--- src/inc/irq_warn_pkg.sv ---
// constants for the status, enable and limit registers of the event block
// shared by the event block and its direction-change detector
package irq_warn_pkg;
    // register port geometry, phase and energy channel counts
    localparam int          ADDR_W              = 10;
    localparam int          DATA_W              = 16;
    localparam int          PHASES              = 3;
    localparam int          ENERGY_CH           = 8;
    // register offsets
    localparam logic [9:0]  STATUS_PRIMARY_ADDR   = 10'h001;
    localparam logic [9:0]  STATUS_SECONDARY_ADDR = 10'h002;
    localparam logic [9:0]  ENABLE_PRIMARY_ADDR   = 10'h003;
    localparam logic [9:0]  ENABLE_SECONDARY_ADDR = 10'h004;
    localparam logic [9:0]  COMPUTED_LIMIT_ADDR   = 10'h00A;
    localparam logic [9:0]  SAMPLED_LIMIT_ADDR    = 10'h00B;
    localparam logic [9:0]  VDIST_LIMIT_ADDR      = 10'h00C;
    localparam logic [9:0]  IDIST_LIMIT_ADDR      = 10'h00D;
    // reset values
    localparam logic [15:0] STATUS_RESET        = 16'h0000;
    localparam logic [15:0] ENABLE_RESET        = 16'h0000;
    localparam logic [15:0] NEUTRAL_LIMIT_RESET = 16'hFFFF;
    localparam logic [15:0] DIST_LIMIT_RESET    = 16'h0000;
    // primary status field positions
    localparam int          CSUM_FIRST_BIT      = 14;
    localparam int          CSUM_SECOND_BIT     = 12;
    localparam int          CSUM_THIRD_BIT      = 10;
    localparam int          CSUM_FOURTH_BIT     = 8;
    localparam int          VSEQ_BIT            = 7;
    localparam int          ISEQ_BIT            = 6;
    localparam int          DIP_BIT             = 3;
    localparam int          LOSS_BIT            = 2;
    // secondary status field positions
    localparam int          SAMPLED_OVER_BIT    = 15;
    localparam int          COMPUTED_OVER_BIT   = 14;
    localparam int          VDIST_OVER_BIT      = 11;
    localparam int          IDIST_OVER_BIT      = 10;
    localparam int          HARMONIC_READY_BIT  = 9;
    localparam int          REACTIVE_LSB        = 4;
    localparam int          ACTIVE_LSB          = 0;
    // implemented bits of the status and enable registers; checksum and reversal bit groups
    localparam logic [15:0] STATUS_PRIMARY_MASK   = 16'h55CC;
    localparam logic [15:0] ENABLE_PRIMARY_MASK   = 16'h04CC;
    localparam logic [15:0] SECONDARY_MASK        = 16'hCEFF;
    localparam logic [15:0] CHECKSUM_MASK         = 16'h5500;
    localparam logic [7:0]  REVERSAL_MASK         = 8'hFF;
endpackage

--- src/verilog/energy_reversal_detect.sv ---
// one energy channel: flags a change of direction of its accumulator
// step_i pulses each time the accumulator moves one unit of the chosen resolution
`timescale 1ns/1ns
`default_nettype none
module energy_reversal_detect
    import irq_warn_pkg::*;
(
    // clock and reset
    input  wire logic clock_i,
    input  wire logic arst_n_i,
    // accumulator side
    input  wire logic step_i,
    input  wire logic reverse_i,
    // event
    output logic      change_o
);
    logic dir_r;
    logic dir_nxt;
    logic seen_r;
    logic seen_nxt;

    // first step only learns the direction
    assign dir_nxt  = step_i ? reverse_i : dir_r;
    assign seen_nxt = seen_r | step_i;
    assign change_o = step_i & seen_r & (reverse_i != dir_r);

    always_ff @(posedge clock_i or negedge arst_n_i) begin
        if (!arst_n_i) begin
            dir_r  <= 1'b0;
            seen_r <= 1'b0;
        end else begin
            dir_r  <= dir_nxt;
            seen_r <= seen_nxt;
        end
    end
endmodule
`default_nettype wire

--- src/verilog/metering_irq_warn_status.sv ---
// event status, interrupt enables and interrupt/warning pins of the meter
// register port comes from the serial front end on the same clock;
// event inputs come from the detectors on the same clock
`timescale 1ns/1ns
`default_nettype none
module metering_irq_warn_status
    import irq_warn_pkg::*;
#(
    parameter int NUM_PHASES = PHASES
)
(
    // clock and reset
    input  wire logic                     clock_i,
    input  wire logic                     arst_n_i,
    // register port
    input  wire logic [ADDR_W-1:0]        reg_addr_i,
    input  wire logic                     reg_wr_i,
    input  wire logic                     reg_rd_i,
    input  wire logic [DATA_W-1:0]        reg_wdata_i,
    output logic      [DATA_W-1:0]        reg_rdata_o,
    // checksum and phase detectors
    input  wire logic [3:0]               checksum_error_i,
    input  wire logic                     voltage_sequence_fault_i,
    input  wire logic                     current_sequence_fault_i,
    input  wire logic                     voltage_dip_i,
    input  wire logic                     phase_loss_i,
    // neutral and distortion measurements
    input  wire logic [15:0]              sampled_neutral_rms_i,
    input  wire logic [15:0]              computed_neutral_rms_i,
    input  wire logic [NUM_PHASES-1:0][15:0] voltage_distortion_i,
    input  wire logic [NUM_PHASES-1:0][15:0] current_distortion_i,
    input  wire logic                     harmonic_results_ready_i,
    // energy accumulators
    input  wire logic                     energy_resolution_select_i,
    input  wire logic [ENERGY_CH-1:0]     energy_step_fine_i,
    input  wire logic [ENERGY_CH-1:0]     energy_step_coarse_i,
    input  wire logic [ENERGY_CH-1:0]     energy_reverse_i,
    // pins
    output logic                          interrupt_pin_first_o,
    output logic                          interrupt_pin_second_o,
    output logic                          warning_output_pin_o
);
    if (NUM_PHASES < 1 || NUM_PHASES > 8) begin : g_phase_check
        $error("NUM_PHASES out of range");
    end

    // registers
    logic [15:0] status_primary_r;
    logic [15:0] status_primary_nxt;
    logic [15:0] status_secondary_r;
    logic [15:0] status_secondary_nxt;
    logic [15:0] enable_primary_r;
    logic [15:0] enable_primary_nxt;
    logic [15:0] enable_secondary_r;
    logic [15:0] enable_secondary_nxt;
    logic [15:0] computed_limit_r;
    logic [15:0] computed_limit_nxt;
    logic [15:0] sampled_limit_r;
    logic [15:0] sampled_limit_nxt;
    logic [15:0] vdist_limit_r;
    logic [15:0] vdist_limit_nxt;
    logic [15:0] idist_limit_r;
    logic [15:0] idist_limit_nxt;
    logic [15:0] rdata_r;
    logic [15:0] rdata_nxt;
    logic        irq_first_r;
    logic        irq_first_nxt;
    logic        irq_second_r;
    logic        irq_second_nxt;
    logic        warn_r;
    logic        warn_nxt;

    // address decode
    wire sel_status_primary   = (reg_addr_i == STATUS_PRIMARY_ADDR);
    wire sel_status_secondary = (reg_addr_i == STATUS_SECONDARY_ADDR);
    wire sel_enable_primary   = (reg_addr_i == ENABLE_PRIMARY_ADDR);
    wire sel_enable_secondary = (reg_addr_i == ENABLE_SECONDARY_ADDR);
    wire sel_computed_limit   = (reg_addr_i == COMPUTED_LIMIT_ADDR);
    wire sel_sampled_limit    = (reg_addr_i == SAMPLED_LIMIT_ADDR);
    wire sel_vdist_limit      = (reg_addr_i == VDIST_LIMIT_ADDR);
    wire sel_idist_limit      = (reg_addr_i == IDIST_LIMIT_ADDR);

    wire clear_primary   = reg_rd_i & sel_status_primary;
    wire clear_secondary = reg_rd_i & sel_status_secondary;

    // threshold comparisons
    logic vdist_over;
    logic idist_over;
    always_comb begin
        vdist_over = 1'b0;
        idist_over = 1'b0;
        for (int p = 0; p < NUM_PHASES; p++) begin
            if (voltage_distortion_i[p] > vdist_limit_r) begin
                vdist_over = 1'b1;
            end
            if (current_distortion_i[p] > idist_limit_r) begin
                idist_over = 1'b1;
            end
        end
    end

    wire sampled_over  = sampled_neutral_rms_i > sampled_limit_r;
    wire computed_over = computed_neutral_rms_i > computed_limit_r;

    // direction change per energy channel
    wire [ENERGY_CH-1:0] energy_step = energy_resolution_select_i ?
                                       energy_step_fine_i : energy_step_coarse_i;
    wire [ENERGY_CH-1:0] reversal;

    genvar ch;
    generate
        for (ch = 0; ch < ENERGY_CH; ch++) begin : g_rev
            energy_reversal_detect u_rev (
                .clock_i   (clock_i),
                .arst_n_i  (arst_n_i),
                .step_i    (energy_step[ch]),
                .reverse_i (energy_reverse_i[ch]),
                .change_o  (reversal[ch])
            );
        end
    endgenerate

    // event set vectors
    logic [15:0] set_primary;
    logic [15:0] set_secondary;
    always_comb begin
        set_primary                     = 16'h0000;
        set_primary[CSUM_FIRST_BIT]     = checksum_error_i[0];
        set_primary[CSUM_SECOND_BIT]    = checksum_error_i[1];
        set_primary[CSUM_THIRD_BIT]     = checksum_error_i[2];
        set_primary[CSUM_FOURTH_BIT]    = checksum_error_i[3];
        set_primary[VSEQ_BIT]           = voltage_sequence_fault_i;
        set_primary[ISEQ_BIT]           = current_sequence_fault_i;
        set_primary[DIP_BIT]            = voltage_dip_i;
        set_primary[LOSS_BIT]           = phase_loss_i;
        set_secondary                   = 16'h0000;
        set_secondary[SAMPLED_OVER_BIT] = sampled_over;
        set_secondary[COMPUTED_OVER_BIT] = computed_over;
        set_secondary[VDIST_OVER_BIT]   = vdist_over;
        set_secondary[IDIST_OVER_BIT]   = idist_over;
        set_secondary[HARMONIC_READY_BIT] = harmonic_results_ready_i;
        set_secondary[REACTIVE_LSB+3:REACTIVE_LSB] = reversal[7:4];
        set_secondary[ACTIVE_LSB+3:ACTIVE_LSB]     = reversal[3:0];
    end

    // read clears only what was read; a new event in that cycle survives
    assign status_primary_nxt =
        ((clear_primary ? 16'h0000 : status_primary_r) | set_primary)
        & STATUS_PRIMARY_MASK;
    assign status_secondary_nxt =
        ((clear_secondary ? 16'h0000 : status_secondary_r) | set_secondary)
        & SECONDARY_MASK;

    // writable registers, reserved bits held zero
    assign enable_primary_nxt = (reg_wr_i && sel_enable_primary) ?
                                (reg_wdata_i & ENABLE_PRIMARY_MASK) : enable_primary_r;
    assign enable_secondary_nxt = (reg_wr_i && sel_enable_secondary) ?
                                  (reg_wdata_i & SECONDARY_MASK) : enable_secondary_r;
    assign computed_limit_nxt = (reg_wr_i && sel_computed_limit) ?
                                reg_wdata_i : computed_limit_r;
    assign sampled_limit_nxt  = (reg_wr_i && sel_sampled_limit) ?
                                reg_wdata_i : sampled_limit_r;
    assign vdist_limit_nxt    = (reg_wr_i && sel_vdist_limit) ?
                                reg_wdata_i : vdist_limit_r;
    assign idist_limit_nxt    = (reg_wr_i && sel_idist_limit) ?
                                reg_wdata_i : idist_limit_r;

    // read data; unmapped offsets read zero
    wire [15:0] read_value =
        sel_status_primary   ? status_primary_r   :
        sel_status_secondary ? status_secondary_r :
        sel_enable_primary   ? enable_primary_r   :
        sel_enable_secondary ? enable_secondary_r :
        sel_computed_limit   ? computed_limit_r   :
        sel_sampled_limit    ? sampled_limit_r    :
        sel_vdist_limit      ? vdist_limit_r      :
        sel_idist_limit      ? idist_limit_r      : 16'h0000;
    assign rdata_nxt = reg_rd_i ? read_value : rdata_r;

    // pins follow the flags in the same cycle they set
    assign irq_first_nxt  = |(status_primary_nxt & enable_primary_nxt);
    assign irq_second_nxt = |(status_secondary_nxt & enable_secondary_nxt);
    assign warn_nxt       = |(status_primary_nxt & CHECKSUM_MASK);

    always_ff @(posedge clock_i or negedge arst_n_i) begin
        if (!arst_n_i) begin
            status_primary_r   <= STATUS_RESET;
            status_secondary_r <= STATUS_RESET;
            enable_primary_r   <= ENABLE_RESET;
            enable_secondary_r <= ENABLE_RESET;
        end else begin
            status_primary_r   <= status_primary_nxt;
            status_secondary_r <= status_secondary_nxt;
            enable_primary_r   <= enable_primary_nxt;
            enable_secondary_r <= enable_secondary_nxt;
        end
    end

    always_ff @(posedge clock_i or negedge arst_n_i) begin
        if (!arst_n_i) begin
            computed_limit_r <= NEUTRAL_LIMIT_RESET;
            sampled_limit_r  <= NEUTRAL_LIMIT_RESET;
            vdist_limit_r    <= DIST_LIMIT_RESET;
            idist_limit_r    <= DIST_LIMIT_RESET;
        end else begin
            computed_limit_r <= computed_limit_nxt;
            sampled_limit_r  <= sampled_limit_nxt;
            vdist_limit_r    <= vdist_limit_nxt;
            idist_limit_r    <= idist_limit_nxt;
        end
    end

    always_ff @(posedge clock_i or negedge arst_n_i) begin
        if (!arst_n_i) begin
            rdata_r      <= 16'h0000;
            irq_first_r  <= 1'b0;
            irq_second_r <= 1'b0;
            warn_r       <= 1'b0;
        end else begin
            rdata_r      <= rdata_nxt;
            irq_first_r  <= irq_first_nxt;
            irq_second_r <= irq_second_nxt;
            warn_r       <= warn_nxt;
        end
    end

    assign reg_rdata_o            = rdata_r;
    assign interrupt_pin_first_o  = irq_first_r;
    assign interrupt_pin_second_o = irq_second_r;
    assign warning_output_pin_o   = warn_r;
endmodule
`default_nettype wire

--- config.mk ---
export PLATFORM = sky130hd
export DESIGN_NAME = metering_irq_warn_status
export DESIGN_NICKNAME = d
export VERILOG_FILES = /design/src/inc/irq_warn_pkg.sv /design/src/verilog/energy_reversal_detect.sv /design/src/verilog/metering_irq_warn_status.sv
export SDC_FILE = /design/constraint.sdc
export NUM_CORES = 1
export LEC_CHECK = 0
export BUFFER_PORTS_ARGS = -buffer_cell sky130_fd_sc_hd__buf_2
export CAP_MARGIN = 0
export CORE_UTILIZATION = 35
export DETAILED_ROUTE_END_ITERATION = 12
export HOLD_SLACK_MARGIN = 0.12
export PLACE_DENSITY_LB_ADDON = 0.15
export SYNTH_ARGS = -nofsm -noshare
export SYNTH_HDL_FRONTEND = slang
export SYNTH_SLANG_ARGS = --single-unit
--- constraint.sdc ---
create_clock -name clock_i -period 5.64 [get_ports clock_i]
set_input_delay 0.564 -clock clock_i [delete_from_list [all_inputs] [get_ports clock_i]]
set_output_delay 0.564 -clock clock_i [all_outputs]
set_load 0.005 [all_outputs]
; After elaboration in Yosys (flattened, before gate mapping)
; Cells that the tools add are included.
[op_classes]
n_addsub = 0
multipliers = 0
div = 0
n_lt_le_gt_ge = 8
eq_ne = 16
shift = 0
n_mux = 19
bitwise_logic = 30
reduce_logical = 9
[op_table]
columns = cell, n
row1 = 2-to-1 mux 16 bit, 11
row2 = > comparator 16 bit, 8
row3 = "== test 10 x 4 -> 1 bit, second input constant", 4
row4 = OR reduction 16 bit, 2
row5 = "== test 10 x 2 -> 1 bit, second input constant", 2
row6 = bitwise AND 1 bit, 18
row7 = bitwise AND 15 x 16 -> 16 bit, 1
row8 = bitwise AND 16 bit, 1
row9 = OR 16 bit, 1
row10 = 2-to-1 mux 15 bit, 1
row11 = OR 15 bit, 1
row12 = "== test 10 x 1 -> 1 bit, second input constant", 1
row13 = "== test 10 x 3 -> 1 bit, second input constant", 1
row14 = 2-to-1 mux 8 bit, 1
row15 = != test 1 bit, 8
row16 = OR 1 bit, 8
row17 = logical AND 1 bit, 6
row18 = 2-to-1 mux 1 bit, 6
row19 = OR reduction 4 bit, 1
[word_totals]
ff_bits = 152
latch_bits = 0
ram_bits = 0
rom_bits = 0
input_bits = 192
output_inout_bits = 19
n_memories = 0

; Logic depth before layout (Yosys ltp)
[logic_depth]
word_depth = 9
ltp_mapped = 9
mapped_depth_nobuf = 9

; Cells and area by module
; From an unflattened synthesis, not the netlist that was laid out.
[unflattened]
cells_unflattened = 881
area_unflattened_um2 = 9216.3
[by_module_without_submodules]
columns = mod, n_inst, cells_per_inst, area_each_um2
row1 = metering_irq_warn_status, 1, 833, 8555.7
row2 = energy_reversal_detect, 8, 6, 82.6

; Worst setup path after synthesis
; OpenSTA, ideal clock, no wires.
[synth_path]
kind = input to register
start = input reg_addr_i[3]
end = register irq_first_r, in the netlist interrupt_pin_first_o
setup_ns = 0.139
arrival_time_ns = 2.645
required_ns = 5.501
slack_ns = 2.856
cell_stages = 7
n_path_buf = 0
path_cell_list = or4_4 nor4_4 nand2_4 a21oi_2 inv_2 a22o_1 or4_1
[synth_between]
elab_chain_cells = 6
[synth_lines]
columns = item, line_no
row1 = "start, declared", metering_irq_warn_status.sv:16  ; input wire logic [ADDR_W-1:0] reg_addr_i,
row2 = == test 10 x 1 -> 1 bit, metering_irq_warn_status.sv:74  ; wire sel_status_primary = (reg_addr_i == STATUS_PRIMARY_ADDR);
row3 = bitwise AND 1 bit, metering_irq_warn_status.sv:83  ; wire clear_primary = reg_rd_i & sel_status_primary;
row4 = 2-to-1 mux 15 bit, metering_irq_warn_status.sv:148  ; ((clear_primary ? 16'h0000 : status_primary_r) | set_primary)
row5 = OR 15 bit, metering_irq_warn_status.sv:148
row6 = named net status_primary_nxt[12], metering_irq_warn_status.sv:49  ; logic [15:0] status_primary_nxt;
row7 = bitwise AND 15 x 16 -> 16 bit, metering_irq_warn_status.sv:181  ; assign irq_first_nxt = |(status_primary_nxt & enable_primary_nxt);
row8 = OR reduction 16 bit, metering_irq_warn_status.sv:181
row9 = named net irq_first_nxt, metering_irq_warn_status.sv:67  ; logic irq_first_nxt;
row10 = "end signal, assigned", metering_irq_warn_status.sv:221  ; irq_first_r <= irq_first_nxt;
row11 = "end, declared", metering_irq_warn_status.sv:66  ; logic irq_first_r;
; The timed path passes the listed nets, and every way through them passes these cells.
; A chain may end at the register's enable or synchronous reset.

; Final worst setup path
[layout_path]
start = input reg_addr_i[3]
end = register irq_second_r, in the netlist interrupt_pin_second_o
[layout_lines]
columns = item, line_no
row1 = == test 10 x 3 -> 1 bit, metering_irq_warn_status.sv:77  ; wire sel_enable_secondary = (reg_addr_i == ENABLE_SECONDARY_ADDR);
row2 = logical AND 1 bit, metering_irq_warn_status.sv:157  ; assign enable_secondary_nxt = (reg_wr_i && sel_enable_secondary) ?
row3 = 2-to-1 mux 16 bit, metering_irq_warn_status.sv:157
row4 = named net enable_secondary_nxt[7], metering_irq_warn_status.sv:55  ; logic [15:0] enable_secondary_nxt;
row5 = bitwise AND 16 bit, metering_irq_warn_status.sv:182  ; assign irq_second_nxt = |(status_secondary_nxt & enable_secondary_nxt);
row6 = OR reduction 16 bit, metering_irq_warn_status.sv:182
row7 = named net irq_second_nxt, metering_irq_warn_status.sv:69  ; logic irq_second_nxt;
row8 = "end signal, assigned", metering_irq_warn_status.sv:222  ; irq_second_r <= irq_second_nxt;
row9 = "end, declared", metering_irq_warn_status.sv:68  ; logic irq_second_r;
; The timed path passes the listed nets, and every way through them passes these cells.

==> run_summary.xml <==
<?xml version="1.0" encoding="UTF-8"?>
<metrics>
  <group name="yosys">
    <metric name="yosys_warnings" unit="">0</metric>
    <metric name="async_flop_share" unit="%">100.0</metric>
    <metric name="synth_ff_type" unit="">sky130_fd_sc_hd__dfrtp_1</metric>
    <metric name="netlist_instances" unit="">878</metric>
    <metric name="syn-mean-instance-area" unit="um2">10.48</metric>
    <metric name="synth_edf_count" unit="">0</metric>
    <metric name="synth.lib_cells_used.distinct" unit="">60</metric>
    <metric name="synth_fp_nets" unit="">1198</metric>
    <metric name="synth_sequential_area_ratio" unit="%">38.80</metric>
    <metric name="synth_seq_cells" unit="">141</metric>
    <metric name="area_of_the_mapped_netlist" unit="mm2">0.009198</metric>
  </group>
  <group name="floorplanning">
    <metric name="die_area" unit="mm2">0.02693</metric>
    <metric name="placement_rows" unit="">58</metric>
    <metric name="initial_standard_cell_utilization_of_the_core" unit="%">36.11</metric>
    <metric name="coreArea" unit="mm2">0.02547</metric>
    <metric name="design.portCount" unit="">211</metric>
    <metric name="dieHeight" unit="um">164.1</metric>
    <metric name="chipWidth" unit="um">164.1</metric>
  </group>
  <group name="setup_path">
    <metric name="kind_of_end_point_of_the_critical_path" unit="">flip-flop</metric>
    <metric name="critical_path.startpoint_type" unit="">input pin</metric>
    <metric name="worst_reg_to_reg_path_cell_count" unit="">9</metric>
    <metric name="worst_ep_arrival_time" unit="ns">3.48</metric>
    <metric name="maximum_fanout_along_the_worst_path" unit="">14</metric>
    <metric name="setup.worst_path.class" unit="">in2reg</metric>
    <metric name="crit_required" unit="ns">5.95</metric>
  </group>
  <group name="timing">
    <metric name="worst-slew-pin-transition" unit="ns">0.8638</metric>
    <metric name="rsz0062_at_grt" unit="">no</metric>
    <metric name="final_critical_path_setup_slack" unit="ns">2.470</metric>
    <metric name="timing_max_transition_violations_final" unit="">0</metric>
    <metric name="finalSetupTns" unit="ns">0</metric>
    <metric name="timing_hold_violations_final" unit="">0</metric>
    <metric name="holdWs" unit="ns">0.2257</metric>
    <metric name="final.period_utilization" unit="%">56.20</metric>
    <metric name="period_minus_slack" unit="ns">3.170</metric>
    <metric name="worst_clock_skew" unit="ns">0.01128</metric>
    <metric name="worst_rel_slew_slack" unit="%">42.27</metric>
    <metric name="fmax" unit="GHz">0.3155</metric>
    <metric name="timing.final.setup_violations" unit="">0</metric>
  </group>
  <group name="detailed_routing">
    <metric name="route.detailed.wl_per_inst" unit="um">19.44</metric>
    <metric name="detail_route.iter0.violations" unit="">475</metric>
    <metric name="ant_nets" unit="">0</metric>
    <metric name="via_to_cell_ratio" unit="">5.238</metric>
    <metric name="drt_wl_total" unit="um">27860</metric>
    <metric name="detail_route.first_pass.iterations" unit="">5</metric>
    <metric name="remaining_design_rule_violation_count" unit="">0</metric>
    <metric name="routed-via-count" unit="">7506</metric>
  </group>
  <group name="clock_network">
    <metric name="postCtsResizedCells" unit="">0</metric>
    <metric name="cts-htree-levels" unit="">4</metric>
    <metric name="tritoncts_num_sinks" unit="">141</metric>
    <metric name="numCtsBuffers" unit="">17</metric>
    <metric name="ctsHoldBuffers" unit="">0</metric>
    <metric name="root_buffer" unit="">sky130_fd_sc_hd__clkbuf_16</metric>
    <metric name="clock_latency" unit="ns">0.43</metric>
    <metric name="cts_setup_buffers" unit="">0</metric>
    <metric name="cts_max_path_buffers" unit="">2</metric>
    <metric name="cts.reportedPaths.clkPinSlew" unit="ns">0.06</metric>
    <metric name="tritoncts" unit="">done</metric>
  </group>
  <group name="placed_design">
    <metric name="dp_hpwl" unit="um">22260</metric>
    <metric name="dpl.cell_count" unit="">1401</metric>
    <metric name="place.gp.congestion" unit="">0.8626</metric>
    <metric name="pre_cts_slack" unit="ns">2.033</metric>
    <metric name="port_buffers" unit="">210</metric>
  </group>
  <group name="hold_path">
    <metric name="worst_hold_path_type" unit="">in2async</metric>
  </group>
  <group name="global_routing">
    <metric name="wire_length_of_the_first_global_routing_pass" unit="um">42160</metric>
    <metric name="gr-usage-all-layers" unit="%">21.14</metric>
    <metric name="initial_antenna_violation_count" unit="">1</metric>
    <metric name="first_global_vias" unit="">7397</metric>
    <metric name="grt_overflow" unit="">0</metric>
    <metric name="grt_max_degree" unit="">89</metric>
  </group>
  <group name="pwr">
    <metric name="pwr-share-seq" unit="%">40.6</metric>
    <metric name="clock_power_share" unit="%">47.4</metric>
    <metric name="p_int" unit="mW">1.981</metric>
    <metric name="power.density_cell_area" unit="mW/mm2">230.3</metric>
    <metric name="power_leakage" unit="nW">5.226</metric>
    <metric name="total_power" unit="mW">2.595</metric>
    <metric name="vdd_ir_max" unit="mV">0.2024</metric>
    <metric name="comb_power_share" unit="%">12.0</metric>
    <metric name="power_switching_share" unit="%">23.66</metric>
    <metric name="power_switching" unit="mW">0.6138</metric>
  </group>
  <group name="finish">
    <metric name="multi_input_area" unit="mm2">0.005224</metric>
    <metric name="layout.cells.most_common" unit="">sky130_fd_sc_hd__buf_2</metric>
    <metric name="final.fill_count" unit="">2494</metric>
    <metric name="nNetsFinal" unit="">1410</metric>
    <metric name="area_growth_syn_to_layout" unit="%">22.50</metric>
    <metric name="ratio_of_cells_with_drive_above_1_in_the_final_layout" unit="%">30.85</metric>
    <metric name="layout.cells.non_filler" unit="">1433</metric>
    <metric name="register_area" unit="mm2">0.003568</metric>
    <metric name="mostFrequentLayoutCells" unit="">sky130_fd_sc_hd__buf_2 (209), sky130_fd_sc_hd__ha_1 (128), sky130_fd_sc_hd__dfrtp_1 (109)</metric>
  </group>
  <group name="run_status">
    <metric name="run_status" unit="">finished clean</metric>
  </group>
  <group name="job">
    <metric name="max_cap_viol_count" unit="">0</metric>
  </group>
</metrics>
critical path, cell delays in order:
cell and delay [ns]:
sky130_fd_sc_hd__buf_2 0.22, sky130_fd_sc_hd__nor4b_1 0.43, sky130_fd_sc_hd__nand3_1 0.59, sky130_fd_sc_hd__mux2_1 0.55, sky130_fd_sc_hd__a222oi_1 0.42, sky130_fd_sc_hd__o21ai_1 0.12
sky130_fd_sc_hd__a211o_1 0.29, sky130_fd_sc_hd__a2111o_1 0.28
per-layer routing:
metal	vias to the layer above	track usage [%]	share of wire, %
met2	195	34.64	47
met1	3595	28.91	48
met4	0	4.419	1.0
met3	22	3.889	4.4
li1	3694	-	-
met5	-	0	0
through the flow:
step,instance area [um2],util (%)
after global routing,11270,44.23
after global placement,10620,41.69
after CTS,11260,44.22
after floorplan,9198,-
after detailed placement,10620,41.69
final,11270,44.23
cell type report:
class,instances,area share (%)
clock inverter,12,1.710
sequential,141,31.67
tap,330,3.665
multi-input combinational,630,46.36
timing repair buffer,215,9.717
clock buffer,19,4.020
inverter,85,2.832
antenna,1,0.02221
worst paths after layout:
path	end	from	slack, ns
worst min-delay path	idist_limit_r[13]$_DFFE_PN0P_	arst_n_i	0.23
worst max register to register	interrupt_pin_second_o$_DFF_PN0_	idist_limit_r[9]$_DFFE_PN0P_	2.66
max in group asynchronous	enable_secondary_r[10]$_DFF_PN0_	arst_n_i	4.17
min in group clock_i	status_primary_r[12]$_DFF_PN0_	checksum_error_i[1]	0.34
worst min register to register	g_rev[3].u_rev.seen_r$_DFF_PN0_	g_rev[3].u_rev.seen_r$_DFF_PN0_	0.47
worst max-delay path	interrupt_pin_second_o$_DFF_PN0_	reg_addr_i[3]	2.47
cell families after synthesis:
group	share of synthesized area (%)
AND/OR/NAND/NOR	10.50
buffers and inverters	4.407
flip-flops	38.80
multiplexers	12.53
adder cells (fa/ha/maj)	17.41
XOR/XNOR	0.7618
AO/OA/AOI/OAI	15.59
state kept, by name (all words and copies together), names as in the netlist:
signal,flops
sampled_limit_r,16
reg_rdata_o,16
warning_output_pin_o,1
interrupt_pin_second_o,1
status_primary_r,8
g_rev.u_rev.dir_r,8
vdist_limit_r,16
idist_limit_r,16
enable_secondary_r,13
computed_limit_r,16
enable_primary_r,8
status_secondary_r,13
g_rev.u_rev.seen_r,8
interrupt_pin_first_o,1
power by group through the flow:
stage               registers [mW]  logic [mW]  clock network [mW]
floorplan                     1.06       0.156                   0
global placement              1.07       0.308                   0
detailed placement            1.07       0.312                   0
CTS                           1.05       0.314                1.25
global route                  1.06       0.355                1.30
finish                        1.05       0.311                1.23
synthesized netlist by cell type, types with 3 or more instances:
master	number	share of area (%)
sky130_fd_sc_hd__a21oi_2	3	0.29
sky130_fd_sc_hd__ha_1	128	17
sky130_fd_sc_hd__a22oi_1	17	1.4
sky130_fd_sc_hd__a21o_1	26	2.1
sky130_fd_sc_hd__o221ai_1	7	0.67
sky130_fd_sc_hd__o21ai_1	13	0.71
sky130_fd_sc_hd__nand2_1	62	2.5
sky130_fd_sc_hd__xnor2_1	3	0.29
sky130_fd_sc_hd__inv_1	84	3.4
sky130_fd_sc_hd__a32o_1	5	0.54
sky130_fd_sc_hd__clkbuf_1	15	0.61
sky130_fd_sc_hd__nor2_1	20	0.82
sky130_fd_sc_hd__mux2i_1	15	1.6
sky130_fd_sc_hd__nand3_1	14	0.76
sky130_fd_sc_hd__dfrtp_1	109	30
sky130_fd_sc_hd__a211oi_1	3	0.24
sky130_fd_sc_hd__o21a_1	6	0.49
sky130_fd_sc_hd__buf_2	3	0.16
sky130_fd_sc_hd__dfstp_2	32	9.1
sky130_fd_sc_hd__xor2_1	5	0.48
sky130_fd_sc_hd__a2111oi_0	4	0.38
sky130_fd_sc_hd__nor2b_1	9	0.61
sky130_fd_sc_hd__nor3_1	3	0.16
sky130_fd_sc_hd__buf_1	4	0.16
sky130_fd_sc_hd__nand4_1	32	2.2
sky130_fd_sc_hd__o21ai_0	19	1.0
sky130_fd_sc_hd__or4_1	3	0.24
sky130_fd_sc_hd__a222oi_1	9	0.98
sky130_fd_sc_hd__nand2b_1	10	0.68
sky130_fd_sc_hd__a21oi_1	59	3.2
sky130_fd_sc_hd__nor4_1	5	0.34
sky130_fd_sc_hd__a22o_1	7	0.67
sky130_fd_sc_hd__mux2_1	38	4.7
sky130_fd_sc_hd__o211ai_1	8	0.65
sky130_fd_sc_hd__and2_1	6	0.41
sky130_fd_sc_hd__mux2_2	51	6.2
sky130_fd_sc_hd__a221oi_1	9	0.86
Note: power is estimated with default switching activity, not from simulation.
